**config.mk**
```make
export PLATFORM = sky130hd
export DESIGN_NAME = pin_share
export DESIGN_NICKNAME = d
export VERILOG_FILES = /design/src/pin_share_pkg.sv /design/src/sync2.sv /design/src/pin_share.sv
export SDC_FILE = /design/constraint.sdc
export NUM_CORES = 1
export LEC_CHECK = 0
export ABC_AREA = 1
export BUFFER_PORTS_ARGS = -buffer_cell sky130_fd_sc_hd__buf_2
export CAP_MARGIN = 20
export CORE_MARGIN = 2
export CORE_UTILIZATION = 40
export DETAILED_ROUTE_END_ITERATION = 10
export PLACE_DENSITY_LB_ADDON = 0.2
export SLEW_MARGIN = 20
export SYNTH_ARGS = -nofsm -noshare
export SYNTH_HDL_FRONTEND = slang
export SYNTH_SLANG_ARGS = --single-unit
```
**constraint.sdc**
```tcl
create_clock -name clk_sys_i -period 4.36 [get_ports clk_sys_i]
set_clock_uncertainty 0.15 [all_clocks]
set_input_delay 0.436 -clock clk_sys_i [delete_from_list [all_inputs] [get_ports clk_sys_i]]
set_output_delay 0.436 -clock clk_sys_i [all_outputs]
set_load 0.005 [all_outputs]
```
**src/pin_share_pkg.sv**
```systemverilog
// Purpose: constants for the shared port pin mux of two can controllers
//          and the i2c module
// Assumes: one clock, asynchronous active-high reset
// Notes:   bit positions refer to the 8-bit port pin vector
package pin_share_pkg;
  localparam int PORT_W      = 8;
  localparam int PIN_SCL     = 4;
  localparam int PIN_RX_A    = 5;
  localparam int PIN_TX_A    = 6;
  localparam int PIN_SDA     = 7;
  localparam int PIN_RX_B    = 4;
  localparam int PIN_TX_B    = 7;
  localparam int SEG_W       = 4;
  localparam int SEG_LO      = 0;
  localparam int ADDR_SEL    = 8;
  localparam int IRQ_VEC_N   = 4;
  localparam int MSG_OBJ_ONE = 32;
  localparam int MSG_OBJ_ALL = 64;
  localparam logic RST_CAN_A_SEL = 1'b1;
  localparam logic RST_CAN_B_SEL = 1'b0;
  localparam logic RST_PARALLEL  = 1'b0;
endpackage

```
**src/sync2.sv**
```systemverilog
// Purpose: two-flop synchroniser for a vector of pin inputs
// Assumes: clock enable freezes state
// Notes:   first stage read only by second stage
`timescale 1ns/100ps
module sync2 #(
  parameter int W = 8
) (
  input  wire logic         clk_sys_i,
  input  wire logic         rst_i,
  input  wire logic         ce_i,
  input  wire logic [W-1:0] d_i,
  output logic      [W-1:0] q_o
);
  logic [W-1:0] s1_q;
  logic [W-1:0] s1_d;
  logic [W-1:0] s2_q;
  logic [W-1:0] s2_d;

  always_comb begin
    s1_d = ce_i ? d_i : s1_q;
    s2_d = ce_i ? s1_q : s2_q;
  end

  always_ff @(posedge clk_sys_i or posedge rst_i) begin
    if (rst_i) begin
      s1_q <= '0;
      s2_q <= '0;
    end else begin
      s1_q <= s1_d;
      s2_q <= s2_d;
    end
  end

  assign q_o = s2_q;
endmodule

```
**src/pin_share.sv**
```systemverilog
// Purpose: routes two can controllers, i2c and port b onto shared pins
// Assumes: controllers and i2c engine live outside; all their signals
//          are on clk_sys_i; pads are synchronised here
// Notes:   every output is registered, so pins lag one cycle
`timescale 1ns/100ps
module pin_share (
  input  wire logic                      clk_sys_i,
  input  wire logic                      rst_i,
  input  wire logic                      ce_i,
  // configuration writes
  input  wire logic                      perif_cfg_we_i,
  input  wire logic                      can_a_select_bit_i,
  input  wire logic                      can_b_select_bit_i,
  input  wire logic                      misc_reg_enable_bit_i,
  input  wire logic                      i2c_enable_bit_i,
  input  wire logic                      peripheral_bus_enable_bit_i,
  input  wire logic                      misc_cfg_we_i,
  input  wire logic                      can_parallel_bit_i,
  // bus address for can chip selects
  input  wire logic                      bus_sel_i,
  input  wire logic [15:0]               bus_addr_i,
  // port b registers
  input  wire logic [7:0]                port_b_data_reg_i,
  input  wire logic [7:0]                port_b_direction_reg_i,
  input  wire logic [7:0]                port_b_open_drain_reg_i,
  input  wire logic [7:0]                seg_addr_i,
  input  wire logic [7:0]                seg_addr_en_i,
  // controller sides
  input  wire logic                      can_a_transmit_out_i,
  input  wire logic                      can_b_transmit_out_i,
  input  wire logic                      scl_out_i,
  input  wire logic                      sda_out_i,
  input  wire logic [3:0]                can_a_irq_i,
  input  wire logic [3:0]                can_b_irq_i,
  input  wire logic [3:0]                other_irq_i,
  input  wire logic                      i2c_err_irq_i,
  input  wire logic                      i2c_tx_irq_i,
  input  wire logic                      i2c_rx_irq_i,
  // pads
  input  wire logic [7:0]                pad_in_i,
  output logic      [7:0]                pad_out_o,
  output logic      [7:0]                pad_oe_o,
  // to controllers
  output logic                           can_a_receive_in_o,
  output logic                           can_b_receive_in_o,
  output logic                           scl_in_o,
  output logic                           sda_in_o,
  output logic                           can_a_cs_o,
  output logic                           can_b_cs_o,
  output logic [7:0]                     port_b_pin_o,
  // status
  output logic                           can_a_sel_o,
  output logic                           can_b_sel_o,
  output logic                           can_parallel_o,
  output logic                           misc_access_o,
  output logic                           seg_limited_o,
  output logic [6:0]                     msg_obj_count_o,
  output logic [3:0]                     on_chip_peripheral_bus_irq_o,
  output logic                           i2c_err_irq_o,
  output logic                           i2c_tx_irq_o,
  output logic                           i2c_rx_irq_o
);
  // configuration state
  logic can_a_sel_q, can_a_sel_d;
  logic can_b_sel_q, can_b_sel_d;
  logic misc_en_q, misc_en_d;
  logic i2c_en_q, i2c_en_d;
  logic par_q, par_d;
  logic misc_ok;

  // synchronised pads
  logic [7:0] pin_s;

  sync2 #(
    .W(pin_share_pkg::PORT_W)
  ) u_sync (
    .clk_sys_i(clk_sys_i),
    .rst_i    (rst_i),
    .ce_i     (ce_i),
    .d_i      (pad_in_i),
    .q_o      (pin_s)
  );

  // control bits; software orders selects before the bus enable
  always_comb begin
    can_a_sel_d = can_a_sel_q;
    can_b_sel_d = can_b_sel_q;
    misc_en_d   = misc_en_q;
    i2c_en_d    = i2c_en_q;
    par_d       = par_q;
    misc_ok     = misc_en_q && peripheral_bus_enable_bit_i;
    if (perif_cfg_we_i) begin
      can_a_sel_d = can_a_select_bit_i;
      can_b_sel_d = can_b_select_bit_i;
      misc_en_d   = misc_reg_enable_bit_i;
      i2c_en_d    = i2c_enable_bit_i;
    end
    if (misc_cfg_we_i && misc_ok) begin
      par_d = can_parallel_bit_i;
    end
  end

  always_ff @(posedge clk_sys_i or posedge rst_i) begin
    if (rst_i) begin
      can_a_sel_q <= pin_share_pkg::RST_CAN_A_SEL;
      can_b_sel_q <= pin_share_pkg::RST_CAN_B_SEL;
      misc_en_q   <= 1'b0;
      i2c_en_q    <= 1'b0;
      par_q       <= pin_share_pkg::RST_PARALLEL;
    end else if (ce_i) begin
      can_a_sel_q <= can_a_sel_d;
      can_b_sel_q <= can_b_sel_d;
      misc_en_q   <= misc_en_d;
      i2c_en_q    <= i2c_en_d;
      par_q       <= par_d;
    end
  end

  // pin routing
  logic [7:0] out_d, oe_d;
  logic       rx_a_d, rx_b_d, scl_d, sda_d;
  logic       cs_a_d, cs_b_d;
  logic       can_used;
  logic [6:0] obj_d;
  logic [3:0] irq_d;
  logic       tx_a_eff;

  always_comb begin
    can_used = can_a_sel_q || can_b_sel_q;
    // ordinary port pins: open-drain drives only a low level
    for (int i = 0; i < pin_share_pkg::PORT_W; i++) begin
      out_d[i] = port_b_data_reg_i[i];
      oe_d[i]  = port_b_direction_reg_i[i] &&
                 (!port_b_open_drain_reg_i[i] || !port_b_data_reg_i[i]);
    end
    // segment lines, only four when can is used
    for (int i = 0; i < pin_share_pkg::PORT_W; i++) begin
      if (seg_addr_en_i[i] &&
          (!can_used || i < pin_share_pkg::SEG_W)) begin
        out_d[i] = seg_addr_i[i];
        oe_d[i]  = 1'b1;
      end
    end
    // transmit of a, wired-and with b in parallel mode
    tx_a_eff = can_a_sel_q ? can_a_transmit_out_i : 1'b1;
    if (par_q && can_b_sel_q) begin
      tx_a_eff = tx_a_eff && can_b_transmit_out_i;
    end
    if (can_a_sel_q || (par_q && can_b_sel_q)) begin
      out_d[pin_share_pkg::PIN_TX_A] = tx_a_eff;
      oe_d[pin_share_pkg::PIN_TX_A]  =
        !port_b_open_drain_reg_i[pin_share_pkg::PIN_TX_A] || !tx_a_eff;
    end
    if (can_b_sel_q && !par_q) begin
      out_d[pin_share_pkg::PIN_TX_B] = can_b_transmit_out_i;
      oe_d[pin_share_pkg::PIN_TX_B]  =
        !port_b_open_drain_reg_i[pin_share_pkg::PIN_TX_B] ||
        !can_b_transmit_out_i;
    end
    // i2c overrides port and can b on scl/sda
    if (i2c_en_q) begin
      out_d[pin_share_pkg::PIN_SCL] = 1'b0;
      oe_d[pin_share_pkg::PIN_SCL]  = !scl_out_i;
      out_d[pin_share_pkg::PIN_SDA] = 1'b0;
      oe_d[pin_share_pkg::PIN_SDA]  = !sda_out_i;
    end // else port, segment or can b function stays
    rx_a_d = pin_s[pin_share_pkg::PIN_RX_A];
    rx_b_d = par_q ? pin_s[pin_share_pkg::PIN_RX_A]
                   : pin_s[pin_share_pkg::PIN_RX_B];
    scl_d  = i2c_en_q ? pin_s[pin_share_pkg::PIN_SCL] : 1'b1;
    sda_d  = i2c_en_q ? pin_s[pin_share_pkg::PIN_SDA] : 1'b1;
    // chip selects split by a8, same offsets below
    cs_a_d = bus_sel_i && can_a_sel_q &&
             !bus_addr_i[pin_share_pkg::ADDR_SEL];
    cs_b_d = bus_sel_i && can_b_sel_q &&
             bus_addr_i[pin_share_pkg::ADDR_SEL];
    // message objects: frame format handled inside each controller
    obj_d = 7'h00;
    if (can_a_sel_q && can_b_sel_q) begin
      obj_d = 7'(pin_share_pkg::MSG_OBJ_ALL);
    end else if (can_used) begin
      obj_d = 7'(pin_share_pkg::MSG_OBJ_ONE);
    end
    // shared vectors
    irq_d = other_irq_i |
            (can_a_sel_q ? can_a_irq_i : 4'h0) |
            (can_b_sel_q ? can_b_irq_i : 4'h0);
  end

  always_ff @(posedge clk_sys_i or posedge rst_i) begin
    if (rst_i) begin
      pad_out_o          <= 8'h00;
      pad_oe_o           <= 8'h00;
      can_a_receive_in_o <= 1'b1;
      can_b_receive_in_o <= 1'b1;
      scl_in_o           <= 1'b1;
      sda_in_o           <= 1'b1;
      can_a_cs_o         <= 1'b0;
      can_b_cs_o         <= 1'b0;
      port_b_pin_o       <= 8'h00;
      can_a_sel_o        <= pin_share_pkg::RST_CAN_A_SEL;
      can_b_sel_o        <= pin_share_pkg::RST_CAN_B_SEL;
      can_parallel_o     <= pin_share_pkg::RST_PARALLEL;
      misc_access_o      <= 1'b0;
      seg_limited_o      <= 1'b0;
      msg_obj_count_o    <= 7'h00;
      on_chip_peripheral_bus_irq_o         <= 4'h0;
      i2c_err_irq_o      <= 1'b0;
      i2c_tx_irq_o       <= 1'b0;
      i2c_rx_irq_o       <= 1'b0;
    end else if (ce_i) begin
      pad_out_o          <= out_d;
      pad_oe_o           <= oe_d;
      can_a_receive_in_o <= rx_a_d;
      can_b_receive_in_o <= rx_b_d;
      scl_in_o           <= scl_d;
      sda_in_o           <= sda_d;
      can_a_cs_o         <= cs_a_d;
      can_b_cs_o         <= cs_b_d;
      port_b_pin_o       <= pin_s;
      can_a_sel_o        <= can_a_sel_q;
      can_b_sel_o        <= can_b_sel_q;
      can_parallel_o     <= par_q;
      misc_access_o      <= misc_ok;
      seg_limited_o      <= can_used;
      msg_obj_count_o    <= obj_d;
      on_chip_peripheral_bus_irq_o         <= irq_d;
      i2c_err_irq_o      <= i2c_en_q && i2c_err_irq_i;
      i2c_tx_irq_o       <= i2c_en_q && i2c_tx_irq_i;
      i2c_rx_irq_o       <= i2c_en_q && i2c_rx_irq_i;
    end
  end
endmodule

```
# ---- Word level (Yosys, flattened, before mapping)
# Index checks and enable logic that the tools add are counted.
dict set report word_totals {
  ff_bits 70
  input_bits 95
  out_inout_bits 49
  wordCells 123
}
dict set report classes {
  muxes 33
  n_bitwise 2
  n_reduce_logical 62
}
# cell count
set op_table {}
lappend op_table {{$mux W1} 29}
lappend op_table {{$logic_and A1 B1 Y1} 25}
lappend op_table {{$logic_not A1 Y1} 23}
lappend op_table {{$logic_or A1 B1 Y1} 12}
lappend op_table {{$mux W4} 2}
lappend op_table {{$or A4 B4 Y4} 2}
lappend op_table {{$mux W7} 1}
lappend op_table {{$mux W6} 1}
lappend op_table {{$reduce_and A2 Y1} 2}

# ---- Longest topological paths before layout
dict set report logic_depth {
  ltp_word 6
  ltp_mapped 11
  depth_no_buf 9
}

# ---- Cells and area by module
# Synthesis repeated with hierarchy kept, for this count alone.
dict set report unflattened {
  hier_cells 325
  area_unflattened_um2 2915.3
}
# module n_inst cells_each area_each_um2 seq_area_each_um2
set modules_own_cells {}
lappend modules_own_cells {pin_share 1 256 2270.9 1233.7}
lappend modules_own_cells {sync2 1 69 644.4 400.4}

# ---- Worst setup path before layout
# OpenSTA, ideal clock, no wires.
dict set report synth_timing {
  kind {register to register}
  from {register can_a_sel_q}
  to {register pad_oe_o[6]}
  setup_time_ns 0.116
  arrival_time_ns 1.301
  required_ns 4.094
  setup_slack_ns 2.793
  path_stages_with_launch 10
  path_buffers 1
  synth_period_minus_slack_ns 1.567
  cell_sequence {dfstp_2 -> inv_2 -> ha_1 -> clkbuf_2 -> nand2_1 -> nand3_1 -> nor2_1 -> nor2_1 -> nand2_1 -> nand2_1}
}
dict set report synth_via {
  elab_chain_len 6
  elab_cells_between_ends 11
  classes_between {mux (4); reduce/logical (7)}
}
# element line_no
set synth_rtl {}
lappend synth_rtl {{start: declaration} pin_share.sv:64} ;# logic can_a_sel_q, can_a_sel_d;
lappend synth_rtl {{start signal: assignment} pin_share.sv:105} ;# can_a_sel_q <= pin_share_pkg::RST_CAN_A_SEL;
lappend synth_rtl {{start signal: assignment} pin_share.sv:111} ;# can_a_sel_q <= can_a_sel_d;
lappend synth_rtl {{$mux W1} pin_share.sv:145} ;# tx_a_eff = can_a_sel_q ? can_a_transmit_out_i : 1'b1;
lappend synth_rtl {{$logic_and A1 B1 Y1} pin_share.sv:147} ;# tx_a_eff = tx_a_eff && can_b_transmit_out_i;
lappend synth_rtl {{$mux W1} pin_share.sv:146} ;# if (par_q && can_b_sel_q) begin
lappend synth_rtl {{$logic_not A1 Y1} pin_share.sv:152} ;# !port_b_open_drain_reg_i[pin_share_pkg::PIN_TX_A] || !tx_a_eff;
lappend synth_rtl {{$logic_or A1 B1 Y1} pin_share.sv:152}
lappend synth_rtl {{$mux W1 (*)} pin_share.sv:149} ;# if (can_a_sel_q || (par_q && can_b_sel_q)) begin
lappend synth_rtl {{end signal: assignment} pin_share.sv:193} ;# pad_oe_o <= 8'h00;
lappend synth_rtl {{end signal: assignment} pin_share.sv:213} ;# pad_oe_o <= oe_d;
lappend synth_rtl {{end: declaration} pin_share.sv:42} ;# output logic [7:0] pad_oe_o,
# Every way passes the cells marked *; elsewhere a longest branch is shown, timed or not.
# A chain may end at the register's enable or synchronous reset.

==> flow_summary_export.csv <==
group,metric,value,unit
logic_synthesis,avgSynthCellArea,8.825,um2
place,portBuffers,123,
place,place_ws,1.885,ns
sta,fin_crit,2.402,ns
setup_path,cp_slowest_cell,"clkinv_2",
drt,wl_per_cell,11.94,um
drt,vias,2470,
sta,finalSetupTns,0,ns
logic_synthesis,netlist.area_leader.share,0.5228,
pwr,p_leak,0.001971,uW
finish,design_area,3628,um2
sta,worst_slack,1.958,ns
hold_path,hold_path_class,"primary input to async pin",
cts,cts_root_buf,"clkbuf_8",
sta,post-route-period-util,0.5510,
logic_synthesis,synth_top_area_cell,"dfrtp_1",
pwr,peakVddDrop,158.9,uV
floorplanning,die_x,88.03,um
grt,grt_pass1_vias,2338,
pwr,powerDensity,389.8,nW/um2
floorplanning,die_h,88.03,um
setup_path,crit_family,"buffers and inverters",
drt,viasPerCell,4.566,
cts,cts_tree,"done",
logic_synthesis,synthTopCellsByArea,"dfrtp_1 (52%), nand2_1 (16%), o21ai_0 (5.7%), dfstp_2 (5.6%), a21oi_1 (4.1%)",
finish,final_nets,537,
logic_synthesis,synth-main-ff-cell,"dfrtp_1",
floorplanning,coreArea,6832,um2
setup_path,crit_top_cell,"a21oi_1",
floorplanning,start_util,0.4134,
sta,setup_viol,0,
sta,relSlewSlack,0.4083,
logic_synthesis,synth_edf_count,0,
drt,finalWirelength,6.457,mm
cts,numCtsBuffers,9,
grt,grt_max_degree,72,
setup_path,critPathCaptureType,"register",
logic_synthesis,yosysMostFrequentCell,"nand2_1",
floorplanning,io_pins,144,
logic_synthesis,synth_area,2824,um2
cts,clk_pin_slew,0.07,ns
run,maxCapViolCount,0,
grt,grt_pass1_wl,10.34,mm
setup_path,cp_num_buf_inv,2,
grt,grt_overflow,0,
cts,insertion_delay,0.33,ns
finish,drive_gt1_frac,0.3348,
cts,cts_buffer_depth,2,
drt,drc_errors,0,
setup_path,criticalPathCategory,"primary input to register",
grt,grt_antenna_before_repair,1,
sta,max_freq,0.4163,GHz
grt,track_usage,0.1727,
place,place_hpwl,4.636,mm
sta,rsz0062_at_grt,"no",
cts,cts_num_sinks,65,
logic_synthesis,synth_cells,320,
logic_synthesis,async_flop_share,1.000,
drt,ant_nets,0,
drt,drt_iter0_drc,100,
sta,drv_slew,0,
sta,tightest_slew,0.8866,ns
drt,dr.pass1.iters,4,
floorplanning,dieArea,7748,um2
status,status,"finished, final reports clean",
logic_synthesis,ys_seq_area_frac,0.5786,
logic_synthesis,ys_ff_latch,65,
setup_path,critPathLaunchType,"primary input",
finish,fillCellCount,690,
place,place_area,3453,um2
setup_path,path_max_fanout,71,
finish,area_growth,28.49,%
floorplanning,std_cell_rows,30,
cts,htreeDepth,3,
logic_synthesis,ys_types,24,
cts,cts_setup_buffers,0,
setup_path,path_cells,"buf_2, clkinv_2, a21oi_1, a21oi_1",
sta,hold_viol_final,0,
logic_synthesis,ys_top_cells_by_count,"nand2_1 (117), dfrtp_1 (59), o21ai_0 (32), a21oi_1 (23), inv_1 (16)",
setup_path,cp_slowest_stage_delay,0.93,ns
finish,seq_area,1634,um2
cts,cts_hold_buf,0,
setup_path,arrival,2.46,ns
logic_synthesis,yosys_warnings,0,
finish,antenna_cells,0,
place,globalplace.congestion,0.8108,
finish,multi_input_area,1008,um2
cts,cts_resized,0,
setup_path,cp.required,4.42,ns
power by group:
part	total, uW	internal [uW]	switching [uW]
clock network	443	235	208
logic	239	109	130
registers	733	685	48.2
per-layer routing:
| layer | vias to the layer above | routed length [um] | track usage |
|---|---|---|---|
| met5 | - | 11 | 0 |
| met4 | 2 | 136 | 0.07576 |
| met3 | 13 | 450 | 0.04618 |
| met2 | 94 | 3074 | 0.2831 |
| met1 | 1101 | 2784 | 0.2154 |
| li1 | 1260 | - | - |
sequential cells by signal, summed over array words and instances (netlist names), 2 cells and up:
name,count
msg_obj_count_o,2
on_chip_peripheral_bus_irq_o,4
pad_oe_o,8
pad_out_o,8
port_b_pin_o,8
u_sync.q_o,8
u_sync.s1_q,8
final timing paths:
path,startpoint,end,slack (ns),cells past startpoint
worst max-delay path,ce_i,on_chip_peripheral_bus_irq_o[1],1.96,4
min in group clk_sys_i,bus_addr_i[8],can_a_cs_o,0.16,2
worst min register to register,can_a_receive_in_o,can_a_receive_in_o,0.31,2
worst max register to register,can_a_sel_q,pad_oe_o[6],2.56,8
worst min-delay path,rst_i,i2c_err_irq_o,0.09,2
max in group asynchronous,rst_i,sda_in_o,3.07,3
cell families after synthesis:
family,Yosys count,share of synthesized area
adders and majority gates,2,0.008860
muxes,5,0.01817
other,1,0.001328
DFF,65,0.5786
and+or+nand+nor,150,0.2113
buffers and inverters,37,0.06956
AOI/OAI and AO/OA,60,0.1121
metrics by stage:
stage / utilization / hold slack (ns) / power (uW) / cells
after CTS: 0.5310 / 0.1209 / 1440 / 541
after global placement: 0.5055 / 0.2999 / 980.1 / 525
after detailed placement: 0.5055 / 0.3078 / 989.2 / 525
after global routing: 0.5311 / 0.1482 / 1509 / 541
after floorplan: - / 0.2922 / 868.4 / 324
final: 0.5311 / 0.09450 / 1415 / 541
cells in the final DEF, fill, tap and decap left out, drive strengths merged:
cell type / instances
a21oi: 23
a22o: 1
a31oi: 2
buf: 124
clkbuf: 13
clkinv: 4
conb: 5
dfrtp: 59
dfstp: 6
ha: 2
inv: 17
mux2: 1
mux2i: 4
nand2: 117
nand3: 13
nand3b: 2
nand4: 4
nor2: 14
o211ai: 1
o21ai: 32
o31ai: 1
layout make-up:
class	count	share of cell area
Inverter	18	0.01897
Sequential cell	65	0.4503
Tap cell	96	0.03310
Clock buffer	13	0.04379
Timing Repair Buffer	124	0.1717
Clock inverter	3	0.004138
Multi-Input combinational cell	222	0.2779
Note: power is estimated with default switching activity, not from simulation.
